`config.mk`:
```
export PLATFORM = sky130hd
export DESIGN_NAME = suspend_aware_clock_output
export DESIGN_NICKNAME = d
export VERILOG_FILES = /design/src/hdl/programmable_clock_out_pkg.sv /design/src/hdl/suspend_aware_clock_output.sv /design/src/hdl/clk_ratio_gen.sv
export SDC_FILE = /design/constraint.sdc
export NUM_CORES = 1
export LEC_CHECK = 0
export ABC_AREA = 0
export BUFFER_PORTS_ARGS = -buffer_cell sky130_fd_sc_hd__buf_2
export CAP_MARGIN = 20
export CORE_ASPECT_RATIO = 0.9
export CORE_MARGIN = 5
export CORE_UTILIZATION = 55
export DETAILED_ROUTE_END_ITERATION = 12
export PLACE_DENSITY = 0.71
export SLEW_MARGIN = 25
export SYNTH_ARGS = -nofsm -noshare
export SYNTH_HDL_FRONTEND = slang
export SYNTH_HIERARCHICAL = 1
export SYNTH_SLANG_ARGS = --single-unit
```
`constraint.sdc`:
```
create_clock -name clk -period 7.59 [get_ports clk]
set_clock_uncertainty 0.05 [all_clocks]
set_input_delay 0.3795 -clock clk [delete_from_list [all_inputs] [get_ports clk]]
set_output_delay 0.3795 -clock clk [all_outputs]
set_load 0.01 [all_outputs]
```
`src/hdl/programmable_clock_out_pkg.sv`:
```
// constants for the suspend-aware clock output block
// Function
// - The fast clock is the 6 MHz reference multiplied up to 48 MHz by the internal PLL.
// - The clock output is derived from the 48 MHz clock and ranges from 3 MHz to 48 MHz.
// - In suspend both the oscillator and the PLL are stopped, so no normal clock goes out.
// - The oscillator runs or stops as the oscillator-run control bit says.
// - A four-bit division factor sets the normal clock output frequency.
// - With standby disable at zero the output keeps toggling at about 100 kHz in suspend.
// - Suspend follows a one-then-zero write of the request bit; outputs change about 2 ms on.
// - A positive wake-up pulse ends suspend; outputs return to normal after 0.5 ms.
`default_nettype none
package programmable_clock_out_pkg;
  localparam int unsigned CLK_HZ = 200_000_000;
  localparam int unsigned REF_HZ = 6_000_000;
  localparam int unsigned PLL_MULT = 8;
  localparam int unsigned STANDBY_HZ = 100_000;
  localparam int unsigned SUSP_DELAY_US = 2000;
  localparam int unsigned WAKE_DELAY_US = 500;
  localparam int unsigned SUSP_CYC = SUSP_DELAY_US * (CLK_HZ / 1_000_000);
  localparam int unsigned WAKE_CYC = WAKE_DELAY_US * (CLK_HZ / 1_000_000);
  // half period of the standby clock in system cycles
  localparam int unsigned STANDBY_HALF = CLK_HZ / (2 * STANDBY_HZ);
  localparam int unsigned DIV_W = 4;
  localparam int unsigned CNT_W = 20;
  localparam logic [DIV_W-1:0] DIV_RESET = 4'h0;
  typedef enum logic [3:0] {
    ST_RUN = 4'h1,
    ST_SUSP_WAIT = 4'h2,
    ST_SUSP = 4'h4,
    ST_WAKE_WAIT = 4'h8
  } pwr_state_t;
endpackage : programmable_clock_out_pkg
`default_nettype wire

```
`src/hdl/suspend_aware_clock_output.sv`:
```
// suspend sequencing and clock output selection
`default_nettype none
module suspend_aware_clock_output
  import programmable_clock_out_pkg::*;
#(
  parameter int unsigned SUSP_CYCLES = SUSP_CYC,
  parameter int unsigned WAKE_CYCLES = WAKE_CYC
) (
  input wire logic clk,
  input wire logic arst_n,
  input wire logic oscillator_run,
  input wire logic [programmable_clock_out_pkg::DIV_W-1:0] clock_out_divider,
  input wire logic standby_clock_disable,
  input wire logic suspend_request,
  input wire logic device_wakeup_in,
  output logic programmable_clock_out,
  output logic suspend_out,
  output logic pll_running
);
  import programmable_clock_out_pkg::*;
  // the accumulator carries at twice the pll rate, so its toggling wave is the 48 MHz clock
  localparam longint unsigned PLL_HZ = longint'(REF_HZ) * PLL_MULT;
  localparam logic [31:0] STEP_48 = 32'((PLL_HZ * 2 << 32) / CLK_HZ);
  typedef struct packed {
    pwr_state_t st;
    logic [CNT_W-1:0] cnt;
    logic [CNT_W-1:0] lz_cnt;
    logic lz_clk;
    logic req_seen;
    logic [1:0] req_sync;
    logic [1:0] wk_sync;
    logic wk_prev;
    logic [DIV_W-1:0] div_cnt;
    logic fast_prev;
    logic out_clk;
    logic susp;
  } st_t;
  st_t s_r;
  st_t s_nxt;
  logic fast_wave;
  logic osc_on;
  logic fast_edge;
  // oscillator and pll only run while awake and enabled
  assign osc_on = oscillator_run && !s_r.susp;
  // 48 MHz is 8 x 6 MHz reference; synthesised from clk by phase step
  clk_ratio_gen #(.ACC_W(32)) u_pll (
    .clk(clk),
    .arst_n(arst_n),
    .run(osc_on),
    .step(STEP_48),
    .wave(fast_wave)
  );
  // both edges of the fast wave count, so a divider of zero passes 48 MHz straight out
  assign fast_edge = fast_wave ^ s_r.fast_prev;
  always_comb begin
    s_nxt = s_r;
    // both pins pass two flops before the state machine reads them
    s_nxt.req_sync = {s_r.req_sync[0], suspend_request};
    s_nxt.wk_sync = {s_r.wk_sync[0], device_wakeup_in};
    s_nxt.wk_prev = s_r.wk_sync[1];
    s_nxt.fast_prev = fast_wave;
    // standby clock runs from clk, independent of the pll
    if (s_r.lz_cnt == CNT_W'(STANDBY_HALF - 1)) begin
      s_nxt.lz_cnt = '0;
      s_nxt.lz_clk = !s_r.lz_clk;
    end else begin
      s_nxt.lz_cnt = s_r.lz_cnt + 1'b1;
    end
    // output half period is (divider+1) fast half periods: 48/(n+1) MHz, 3 MHz at n=15
    if (fast_edge) begin
      if (s_r.div_cnt >= clock_out_divider) begin
        s_nxt.div_cnt = '0;
        s_nxt.out_clk = !s_r.out_clk;
      end else begin
        s_nxt.div_cnt = s_r.div_cnt + 1'b1;
      end
    end
    // a stopped pll leaves the divider in a known phase for the next start
    if (!osc_on) begin
      s_nxt.div_cnt = DIV_RESET;
      s_nxt.out_clk = 1'b0;
    end
    case (s_r.st)
      ST_RUN: begin
        if (s_r.req_sync[1]) begin
          s_nxt.req_seen = 1'b1;
        end
        // request is armed by a one, fires on the following zero
        if (s_r.req_seen && !s_r.req_sync[1]) begin
          s_nxt.req_seen = 1'b0;
          s_nxt.cnt = '0;
          s_nxt.st = ST_SUSP_WAIT;
        end
      end
      ST_SUSP_WAIT: begin
        s_nxt.cnt = s_r.cnt + 1'b1;
        if (s_r.cnt == CNT_W'(SUSP_CYCLES - 1)) begin
          s_nxt.susp = 1'b1;
          s_nxt.st = ST_SUSP;
        end
      end
      ST_SUSP: begin
        if (s_r.wk_sync[1] && !s_r.wk_prev) begin
          s_nxt.cnt = '0;
          s_nxt.st = ST_WAKE_WAIT;
        end
      end
      ST_WAKE_WAIT: begin
        s_nxt.cnt = s_r.cnt + 1'b1;
        if (s_r.cnt == CNT_W'(WAKE_CYCLES - 1)) begin
          s_nxt.susp = 1'b0;
          s_nxt.st = ST_RUN;
        end
      end
      default: begin
        s_nxt.st = ST_RUN;
        s_nxt.susp = 1'b0;
      end
    endcase
  end
  always_ff @(posedge clk or negedge arst_n) begin
    if (!arst_n) begin
      s_r <= '{st: ST_RUN, default: '0};
    end else begin
      s_r <= s_nxt;
    end
  end
  // in suspend: standby clock, or low when disabled
  assign programmable_clock_out = s_r.susp ? (s_r.lz_clk && !standby_clock_disable)
                                           : s_r.out_clk;
  assign suspend_out = s_r.susp;
  assign pll_running = osc_on;
endmodule : suspend_aware_clock_output
`default_nettype wire

```
`src/hdl/clk_ratio_gen.sv`:
```
// fractional phase accumulator making one clock from another rate
`default_nettype none
module clk_ratio_gen #(
  parameter int unsigned ACC_W = 32
) (
  input wire logic clk,
  input wire logic arst_n,
  input wire logic run,
  input wire logic [ACC_W-1:0] step,
  output logic wave
);
  typedef struct packed {
    logic [ACC_W-1:0] acc;
    logic wave;
  } gen_t;
  gen_t s_r;
  gen_t s_nxt;
  always_comb begin
    s_nxt = s_r;
    if (run) begin
      {s_nxt.wave, s_nxt.acc} = {1'b0, s_r.acc} + {1'b0, step};
      s_nxt.wave = s_nxt.wave ^ s_r.wave;
    end else begin
      s_nxt.acc = '0;
      s_nxt.wave = 1'b0;
    end
  end
  always_ff @(posedge clk or negedge arst_n) begin
    if (!arst_n) begin
      s_r <= '0;
    end else begin
      s_r <= s_nxt;
    end
  end
  assign wave = s_r.wave;
endmodule : clk_ratio_gen
`default_nettype wire

```
==> key figures, run 1 <==
STA
  – Final setup viols: 0
  – Max-Slew Margin vs Limit: 36.3%
  – RSZ-0062 raised after global routing: no
  – Final Worst Setup Slack: between 5 and 6 ns
  – Slew of the pin with the lowest slew margin: 0.947 ns
  – Total negative slack: 0 ns
  – Minimum clock period: 2.56 ns
  – Max-slew violations: 0
  – Fin crit share: 33.8%
  – Fmax: 0.390 GHz
  – Final Hold Viols: 0

Floorplan
  – Initial Util: between 50% and 60%
  – Die Y: ~110 microns
  – Chip width: ~120 microns
  – Ports: 13
  – Die ar.: around 0.013 sq mm
  – Row count: 35
  – Core footprint: 0.0103 sq mm

Detailed routing
  – Vias: 4889
  – Overall routed net length: around 12000 microns
  – Antenna Nets Post-Route: 0
  – Routed WL per cell: 14.7 microns
  – # DRC: 0
  – Iteration-0 DRC Markers: around 400
  – Via density: 5.90
  – Drt pass-1 iters: 5

Worst setup path
  – Kind of critical path: reg2reg
  – CP endpoint kind: flop
  – Critical path peak fanout: 4
  – Worst path max stage delay: 0.54 ns
  – CP delay by family, top: simple AND/OR/NAND/NOR gates
  – CP Data Required Time: ~7.8 ns
  – Crit path launch type: flop
  – Worst reg2reg setup slack: about 5.0 ns
  – WP buf/inv: 1
  – Crit-path cells: inv_1 > fa_1 > nand2b_1 > a21oi_2 > o21ai_2 > o21a_1 > or4_4 > o211ai_2 > mux2i_1
  – Crit path arrival time: between 2 and 3 ns
  – Slowest CP cell: or4_4

Clock tree
  – CTS Buf Count: 9
  – Cts hold-fix bufs: 1
  – Clock buffer depth: 2
  – TritonCTS Sinks: 91
  – Post-CTS setup buffers: 0
  – CTS tree: yes
  – Clk root buf: clkbuf_16
  – Post-CTS Resized: 0
  – H-tree depth: 3
  – Clock latency on the worst-skew pair: between 0.3 and 0.4 ns
  – Clk pin slew, worst setup/hold paths: 0.07 ns

Finish
  – Fraction of layout cells with a size suffix above 1: under 10%
  – Multi-input gate area: between 0.003 and 0.004 sq mm
  – Layout Cells excl Fill: ~830
  – Synthesis-to-finish area growth: 10.2%
  – Post-route cell area: between 0.006 and 0.007 sq mm
  – Antenna Cells: 0
  – # fillers: 899
  – Fin nets: approximately 740
  – FF+latch area: about 0.0023 sq mm

Placed design
  – Post-placement worst setup slack: about 5.1 ns
  – DP Area: around 0.0062 sq mm
  – Post-DP HPWL: roughly 8700 microns
  – GP Congestion: ~0.87
  – # port buffers: 12
  – Post-placement cell count: 811

Synthesis
  – Post-synth top cells: dfrtp_1, nand2_1, o21ai_0
  – #FFs+latches synth: 91
  – Largest cells by area after synthesis: dfrtp_1, ha_1, o21ai_0
  – Register area share after synthesis: 38.8%
  – Synth unique cells: 67
  – Post-synthesis instance area: 0.00587 sq mm
  – Post-synth EDFFs: 0
  – Mean Syn Cell Area: 8.95 sq um
  – Synth top area share: a little under two fifths
  – Main synth FF type: dfrtp_1
  – YS warnings: 6
  – Yosys top cell by area: dfrtp_1
  – FFs w/ async S/R, synth: 100%
  – Most common cell in the netlist: dfrtp_1
  – Post-Synthesis Cells: between 600 and 700

Power and ir drop
  – PwrDens: 310 mW/mm^2
  – Leak: about 3.0 nW
  – Largest vdd supply drop: 0.172 mV

Global route
  – GRT Total Usage: 20.0%
  – Grt ovf: 0
  – First-pass GRT wire length: ~21000 microns
  – Vias in the first global route: 4683
  – Largest net degree at the start of global routing: slightly below 50
  – Initial antenna violation count: 0

Min path
  – HP Class: in2reg

Job
  – Max_cap viols: 0

Run status
  – Outcome: completed
==> layer usage <==
layer	global-route usage (%)	share of wire (%)	up-vias
met5	0	0	-
met4	5.29	1.4	0
met3	3.97	3.9	17
met2	33.7	47	92
met1	26.5	48	2357
li1	-	-	2423
==> cell type report <==
type,count,share of cell area (%)
multi-input combinational,552,54.8
sequential,91,35.2
clock buffer,11,3.75
tap,129,2.49
timing repair buffer,16,1.47
inverter,24,1.39
clock inverter,5,0.928
==> cells in the final DEF (no fill, tap or decap), types with 3 or more instances in the layout <==
master	n
a211oi_1	6
a21boi_0	5
a21o_1	17
a21oi_1	43
a31oi_1	7
and2_1	24
and3_1	14
buf_2	11
buf_4	4
clkbuf_16	9
conb_1	33
dfrtp_1	90
ha_1	39
inv_1	24
mux2i_1	5
nand2_1	56
nand2b_1	13
nand3_1	26
nand4_1	20
nor2_1	46
nor2b_1	8
nor3_1	15
nor4_1	6
nor4b_1	3
o211ai_1	10
o21a_1	6
o21ai_0	47
o21ai_1	4
o21bai_1	4
o31ai_1	11
xnor2_1	24
xor2_1	18
==> power breakdown <==
| group | switching (mW) | leakage, nW | total [mW] | internal, mW |
|---|---|---|---|---|
| Clock | 0.190 | 0.146 | 0.455 | 0.266 |
| Sequential | 0.0567 | 1.20 | 0.634 | 0.577 |
| Combinational | 0.540 | 1.68 | 0.919 | 0.379 |
==> sequential cells by signal, summed over array words and instances, names as in the netlist <==
signal / flops
s_nxt: 3
s_r: 54
suspend_out: 1
u_pll/s_r: 32
u_pll/wave: 1
==> path summary, 6_finish.rpt <==
check,endpoint,cells after the start,from
setup / recovery,u_pll/wave$_DFF_PN0_,9,u_pll/s_r[2]$_DFF_PN0_
hold reg to reg,s_nxt[7]$_DFF_PN0_,0,s_nxt[9]$_DFF_PN0_
setup reg to reg,u_pll/wave$_DFF_PN0_,9,u_pll/s_r[2]$_DFF_PN0_
max in group asynchronous,s_r[38]$_DFFE_PN0P_,3,arst_n
min in group asynchronous,s_r[5]$_DFFE_PN0P_,2,arst_n
hold / removal,s_nxt[11]$_DFF_PN0_,1,suspend_request
==> cells by family after synthesis <==
| kind of cell | count (synthesis) | share of synthesized area [%] |
|---|---|---|
| other cells | 2 | 0.128 |
| compound gates | 183 | 19.9 |
| simple gates | 248 | 22.3 |
| fa+ha+maj | 40 | 8.65 |
| mux | 6 | 1.11 |
| buf+inv | 44 | 2.83 |
| flops | 91 | 38.8 |
| xor+xnor | 42 | 6.26 |
==> per-stage QoR <==
step	util [%]	hold WS, ns	total power [mW]
floorplan	-	0.0339	1.35
detailed placement	59.6	0.288	1.54
global route	62.6	0.0740	2.17
CTS	62.6	0.0834	2.01
global placement	59.6	0.283	1.51
finish	62.6	0.0941	2.01
Note: power is estimated with default switching activity, not from simulation.
==> run 2: changes to the inputs <==
==> constraint.sdc (replaced) <==
create_clock -name clk -period 2.5 [get_ports clk]
set_clock_uncertainty 0.05 [all_clocks]
set_input_delay 0.125 -clock clk [delete_from_list [all_inputs] [get_ports clk]]
set_output_delay 0.125 -clock clk [all_outputs]
set_load 0.01 [all_outputs]
==> run 2 against run 1 <==
Fmax rose by 8.1%. Sequential share of layout area shrank 1.1 points. Count of clock-buffer cells in the layout grew 1. Setup slack got worse by 4.9 ns. Via count up 0.82%. Highest routed layer unchanged. Clock power grew to 2.9 times the previous value.
==> key figures, run 2 (synthesis gave the netlist of run 1 again) <==
Floorplan
  – Ports: 13 (unchanged)
  – Chip width: 119 microns (unchanged)
  – Initial Util: 56.8% (unchanged)
  – Core footprint: 0.0103 sq mm (unchanged)
  – Die ar.: 0.0128 sq mm (unchanged)
  – Row count: 35 (unchanged)
  – Die Y: 108 microns (unchanged)

Worst setup path
  – Critical R2R Capture: u_pll/wave$_DFF_PN0_
  – Worst path max stage delay: 0.54 ns (about the same)
  – CP endpoint kind: flop
  – Worst reg2reg setup slack: 0.13 ns (-4.90 ns)
  – Crit path arrival time: 2.58 ns (-0.20 ns)
  – CP Data Required Time: 2.71 ns (-5.10 ns)
  – Crit-path cells: ha_1 > nand2_1 > nor2_2 > nand3_1 > o21a_1 > or4_4 > o211ai_2 > mux2i_1
  – Worst r2r src: u_pll/s_r[15]$_DFF_PN0_
  – CP delay by family, top: simple AND/OR/NAND/NOR gates
  – Slowest CP cell: or4_4
  – Critical path peak fanout: 7 (+3)
  – Crit path launch type: flop
  – WP buf/inv: 0 (-1)
  – Kind of critical path: reg2reg
  – R2R depth: 8 (-1)

Clock tree
  – Clock buffer depth: 2 (unchanged)
  – Clk pin slew, worst setup/hold paths: 0.07 ns (about the same)
  – TritonCTS Sinks: 91 (unchanged)
  – H-tree depth: 3 (unchanged)
  – Clk root buf: clkbuf_16
  – Clock latency on the worst-skew pair: 0.34 ns (about the same)
  – CTS tree: yes
  – CTS Buf Count: 9 (unchanged)

Finish
  – Largest Register: s_r
  – Leading cell types in the layout, fill and taps excluded: dfrtp_1, nand2_1, o21ai_0, nor2_1, a21oi_1
  – Post-route cell area: 0.00667 sq mm (+3.1%)
  – Layout Cells excl Fill: 854 (+3.1%)
  – Commonest non-fill, non-tap cell in the layout: dfrtp_1
  – Synthesis-to-finish area growth: 13.6%
  – Max FFs per register: 54 (unchanged)
  – Antenna Cells: 0 (unchanged)
  – Fraction of layout cells with a size suffix above 1: 10.5% (+3.3 points)
  – Fin nets: 770 (+3.5%)
  – # fillers: 856 (-4.8%)

STA
  – Max-Slew Margin vs Limit: 45.0% (+8.8 points)
  – Slew of the pin with the lowest slew margin: 0.825 ns (-0.123 ns)
  – Max-slew violations: 0 (unchanged)
  – Fmax: 0.422 GHz (+8.1%)
  – Fin Hold WS: 0.257 ns (+0.163 ns)
  – RSZ-0062 raised after global routing: no
  – Final Hold Viols: 0 (unchanged)
  – Final setup viols: 0 (unchanged)
  – Fin crit share: 94.8% (+61 points)
  – Minimum clock period: 2.37 ns (-0.193 ns)
  – Final Worst Setup Slack: 0.131 ns (-4.90 ns)

Global route
  – Vias in the first global route: 4924 (+5.1%)
  – Grt ovf: 0 (unchanged)
  – Largest net degree at the start of global routing: 66 (+35%)
  – First-pass GRT wire length: 22900 microns (+7.0%)
  – GRT Total Usage: 21.4% (+1.4 points)
  – Initial antenna violation count: 0 (unchanged)

Detailed routing
  – Vias: 4929 (+0.82%)
  – Via density: 5.77 (-2.3%)
  – # DRC: 0 (unchanged)
  – Overall routed net length: 12800 microns (+5.3%)
  – Drt pass-1 iters: 4 (-1)
  – Routed WL per cell: 15.0 microns (+2.1%)
  – Antenna Nets Post-Route: 0 (unchanged)
  – Iteration-0 DRC Markers: 305 (-26%)

Power and ir drop
  – Largest vdd supply drop: 0.505 mV (+190%)
  – Overall Power: 6.20 mW (+210%)
  – PwrDens: 930 mW/mm^2 (+200%)
  – Leak: 3.15 nW (+4.0%)

Placed design
  – GP Congestion: 0.929 (+7.1%)
  – Post-DP HPWL: 9260 microns (+6.9%)
  – # port buffers: 12 (unchanged)
  – Post-placement cell count: 834 (+2.8%)
  – Post-placement worst setup slack: -0.0306 ns (-5.08 ns)
  – DP Area: 0.00633 sq mm (+2.8%)

Min path
  – HP Class: in2reg
  – Hold path depth: 4 (+3)
  – Hold Startpoint: oscillator_run
  – WHS Endpoint: s_r[3]$_DFFE_PN0P_

Job
  – Max_cap viols: 0 (unchanged)

Run status
  – Outcome: completed
## run 2: cell count changes in the layout (fill, tap and decap cells not counted), sizes merged
cell | before | now
buf | 15 | 39
clkinv | 2 | 1
clkbuf | 11 | 12
bufinv | 1 | 0
dlygate4sd3 | 1 | 3
clkinvlp | 1 | 2
## run 2: report_power, final
group          switching (mW)  total [mW]  internal (mW)  leakage [nW]
clock                   0.587        1.30          0.711         0.131
combinational            1.70        2.98           1.28          1.82
sequential              0.169        1.92           1.75          1.20
total                    2.45        6.20           3.75          3.15
## run 2: worst register-to-register path: stages (launching register included)
cell	delay [ns]
dfrtp_1	0.37
ha_1	0.40
nand2_1	0.11
nor2_2	0.16
nand3_1	0.11
o21a_1	0.23
or4_4	0.54
o211ai_2	0.10
mux2i_1	0.22
## run 2: through the flow
stage	TNS (ns)	utilization (%)
global route	0	64.5
detailed placement	-0.0306	61.3
floorplan	0	-
finish	0	64.5
global placement	0	61.3
CTS	0	64.4
## run 2: worst max path at each step
stage                                 endpoint  slack, ns  cells past startpoint                     from
after floorplan           u_pll/wave$_DFF_PN0_       0.11                      9   u_pll/s_r[2]$_DFF_PN0_
after global placement    u_pll/wave$_DFF_PN0_       0.07                      9   u_pll/s_r[2]$_DFF_PN0_
after detailed placement  u_pll/wave$_DFF_PN0_      -0.03                      9   u_pll/s_r[2]$_DFF_PN0_
after CTS                 u_pll/wave$_DFF_PN0_       0.02                      9   u_pll/s_r[2]$_DFF_PN0_
after global routing      u_pll/wave$_DFF_PN0_      0.005                      8  u_pll/s_r[15]$_DFF_PN0_
final                     u_pll/wave$_DFF_PN0_       0.13                      8  u_pll/s_r[15]$_DFF_PN0_
## run 2: layout make-up
cell class | instances | area (sq um) | area share, %
Multi-Input combinational cell | 552 | 3560 | 53.4
Inverter | 24 | 90.1 | 1.35
Timing Repair Buffer | 42 | 295 | 4.43
Clock inverter | 4 | 35.0 | 0.525
Clock buffer | 12 | 246 | 3.70
Tap cell | 129 | 161 | 2.42
Sequential cell | 91 | 2280 | 34.2
## run 2: repair_timing
| action | 4_1_cts | 5_1_grt |
|---|---|---|
| buffers inserted | 1 | 0 |
| pin swaps | 1 | 2 |
| endpoints found under the hold margin | 63 | 0 |
| setup endpoints to repair | 1 | 1 |
| hold buffers | 3 | 0 |
| resized for setup | 1 | 3 |
## run 2: per-layer routing
metal / track usage [%] / vias to the layer above / wire length, microns
met3: 4.55 / 15 / 590
met2: 34.8 / 101 / 5870
met1: 28.9 / 2343 / 6140
met5: 0 / - / 0
met4: 6.62 / 0 / 186
li1: - / 2470 / -
==> run 3: changes to the inputs <==
==> constraint.sdc (replaced) <==
create_clock -name clk -period 2.5 [get_ports clk]
set_clock_uncertainty 0.05 [all_clocks]
set_input_delay 0.375 -clock clk [delete_from_list [all_inputs] [get_ports clk]]
set_output_delay 0.375 -clock clk [all_outputs]
set_load 0.01 [all_outputs]
==> run 3 against run 2 <==
Register-to-register slack barely moved. Highest routed layer unchanged. Worst hold slack worse by 0.16 ns. Utilization up 0.085 points.
==> key figures, run 3 (synthesis gave the netlist of run 1 again) <==
Run status
  – Outcome: completed

Finish
  – Leading cell types in the layout, fill and taps excluded: dfrtp_1, nand2_1, o21ai_0, nor2_1, a21oi_1
  – Multi-input gate area: 0.00357 sq mm (+0.32%)
  – Antenna Cells: 0 (unchanged)
  – Commonest non-fill, non-tap cell in the layout: dfrtp_1
  – # fillers: 856 (unchanged)
  – Fin util: 64.6% (+0.085 points)
  – FF+latch area: 0.00228 sq mm (unchanged)
  – Fin nets: 766 (-0.52%)
  – Fraction of layout cells with a size suffix above 1: 11.0% (+0.47 points)
  – Synthesis-to-finish area growth: 13.7%
  – Largest Register: s_r
  – Max FFs per register: 54 (unchanged)
  – Post-route cell area: 0.00668 sq mm (+0.13%)

Clock tree
  – Clk pin slew, worst setup/hold paths: 0.07 ns (about the same)
  – H-tree depth: 3 (unchanged)
  – Clock latency on the worst-skew pair: 0.34 ns (about the same)
  – Clk root buf: clkbuf_16
  – TritonCTS Sinks: 91 (unchanged)
  – CTS Buf Count: 9 (unchanged)
  – Clock buffer depth: 2 (unchanged)
  – CTS tree: yes

Min path
  – HP Class: in2reg

STA
  – Fin crit share: 94.9% (about the same)
  – Final Worst Setup Slack: 0.128 ns (-0.00223 ns)
  – Final setup viols: 0 (unchanged)
  – Max-slew violations: 0 (unchanged)
  – Max-Slew Margin vs Limit: 45.6% (+0.63 points)
  – Minimum clock period: 2.37 ns (+0.00223 ns)
  – RSZ-0062 raised after global routing: yes
  – Fin Hold WS: 0.0970 ns (-0.160 ns)
  – Slew of the pin with the lowest slew margin: 0.813 ns (-0.0114 ns)
  – Final Hold Viols: 0 (unchanged)
  – Fmax: 0.422 GHz (about the same)

Worst setup path
  – Critical path peak fanout: 6 (-1)
  – Crit path launch type: flop
  – CP endpoint kind: flop
  – Crit path arrival time: 2.55 ns (-0.03 ns)
  – Kind of critical path: reg2reg
  – CP Data Required Time: 2.67 ns (-0.04 ns)

Placed design
  – DP Area: 0.00633 sq mm (about the same)
  – GP Congestion: 0.846 (-9.0%)
  – Post-DP HPWL: 9200 microns (-0.65%)
  – Post-placement worst setup slack: -0.0156 ns (+0.0150 ns)
  – # port buffers: 12 (unchanged)

Detailed routing
  – Metal3 WL: 513 microns (-13%)
  – Overall routed net length: 12600 microns (-1.2%)
  – Met2 routed WL: 6000 microns (+2.2%)
  – Drt pass-1 iters: 5 (+1)
  – Uppermost layer routed: met4
  – Vias: 5013 (+1.7%)
  – Antenna Nets Post-Route: 0 (unchanged)
  – Iteration-0 DRC Markers: 324 (+6.2%)
  – Met1 wire length: 5990 microns (-2.4%)
  – Routed WL per cell: 14.9 microns (-0.73%)
  – Via density: 5.90 (+2.2%)
  – # DRC: 0 (unchanged)

Floorplan
  – Core footprint: 0.0103 sq mm (unchanged)
  – Chip width: 119 microns (unchanged)
  – Die ar.: 0.0128 sq mm (unchanged)
  – Ports: 13 (unchanged)
  – Initial Util: 56.8% (unchanged)
  – Die Y: 108 microns (unchanged)
  – Row count: 35 (unchanged)

Job
  – Max_cap viols: 0 (unchanged)

Power and ir drop
  – Overall Power: 6.28 mW (+1.3%)
  – Largest vdd supply drop: 0.650 mV (+29%)
  – Leak: 3.16 nW (+0.19%)
  – PwrDens: 940 mW/mm^2 (+1.1%)

Global route
  – Vias in the first global route: 4686 (-4.8%)
  – GRT Total Usage: 20.5% (-0.86 points)
  – Grt ovf: 0 (unchanged)
  – Initial antenna violation count: 0 (unchanged)
  – First-pass GRT wire length: 21900 microns (-4.1%)
  – Largest net degree at the start of global routing: 48 (-27%)
-- run 3: critical path, cell delays in order (launching register included) --
cell and delay [ns]:
dfrtp_1 0.43, ha_1 0.25, nand3_1 0.15, or4b_2 0.69, nor4_4 0.24, o211ai_2 0.14
mux2_4 0.30
-- run 3: power by group --
part	switching [mW]	internal, mW
Combinational	1.71	1.28
Clock	0.562	0.802
Sequential	0.170	1.75
-- run 3: metal layers --
| metal | vias to the layer above | GRT usage (%) |
|---|---|---|
| met5 | - | 0 |
| met4 | 0 | 4.96 |
| met3 | 8 | 4.29 |
| met2 | 115 | 34.1 |
| met1 | 2420 | 27.8 |
| li1 | 2470 | - |
-- run 3: worst paths after layout --
check / start / to / slack [ns] / depth (start not counted)
setup reg to reg: s_r[35]$_DFFE_PN0P_ / suspend_out$_DFFE_PN0P_ / 0.13 / 6
min in group asynchronous: arst_n / s_r[5]$_DFFE_PN0P_ / 0.40 / 2
max in group asynchronous: arst_n / s_r[50]$_DFFE_PN0P_ / 1.34 / 3
hold reg to reg: s_nxt[11]$_DFF_PN0_ / s_r[11]$_DFF_PN0_ / 0.30 / 0
hold / removal: suspend_request / s_nxt[11]$_DFF_PN0_ / 0.1 / 1
setup / recovery: s_r[35]$_DFFE_PN0P_ / suspend_out$_DFFE_PN0P_ / 0.13 / 6
-- run 3: timing repair --
item,CTS,global route
hold buffers,1,0
endpoints found under the setup margin,1,7
resized for setup,2,7
buffers inserted,0,1
pin swaps,1,3
endpoints found under the hold margin,16,0
-- run 3: area by class of cell --
type / instances / share of cell area (%)
clock inverter: 6 / 0.937
inverter: 24 / 1.35
sequential: 91 / 34.1
multi-input combinational: 552 / 53.5
tap: 129 / 2.42
clock buffer: 10 / 3.58
timing repair buffer: 38 / 4.08
-- run 3: stage by stage --
stage               TNS [ns]  cells
floorplan                  0    687
global placement           0    832
detailed placement   -0.0156    832
CTS                        0    849
global route         -0.0704    850
finish                     0    850
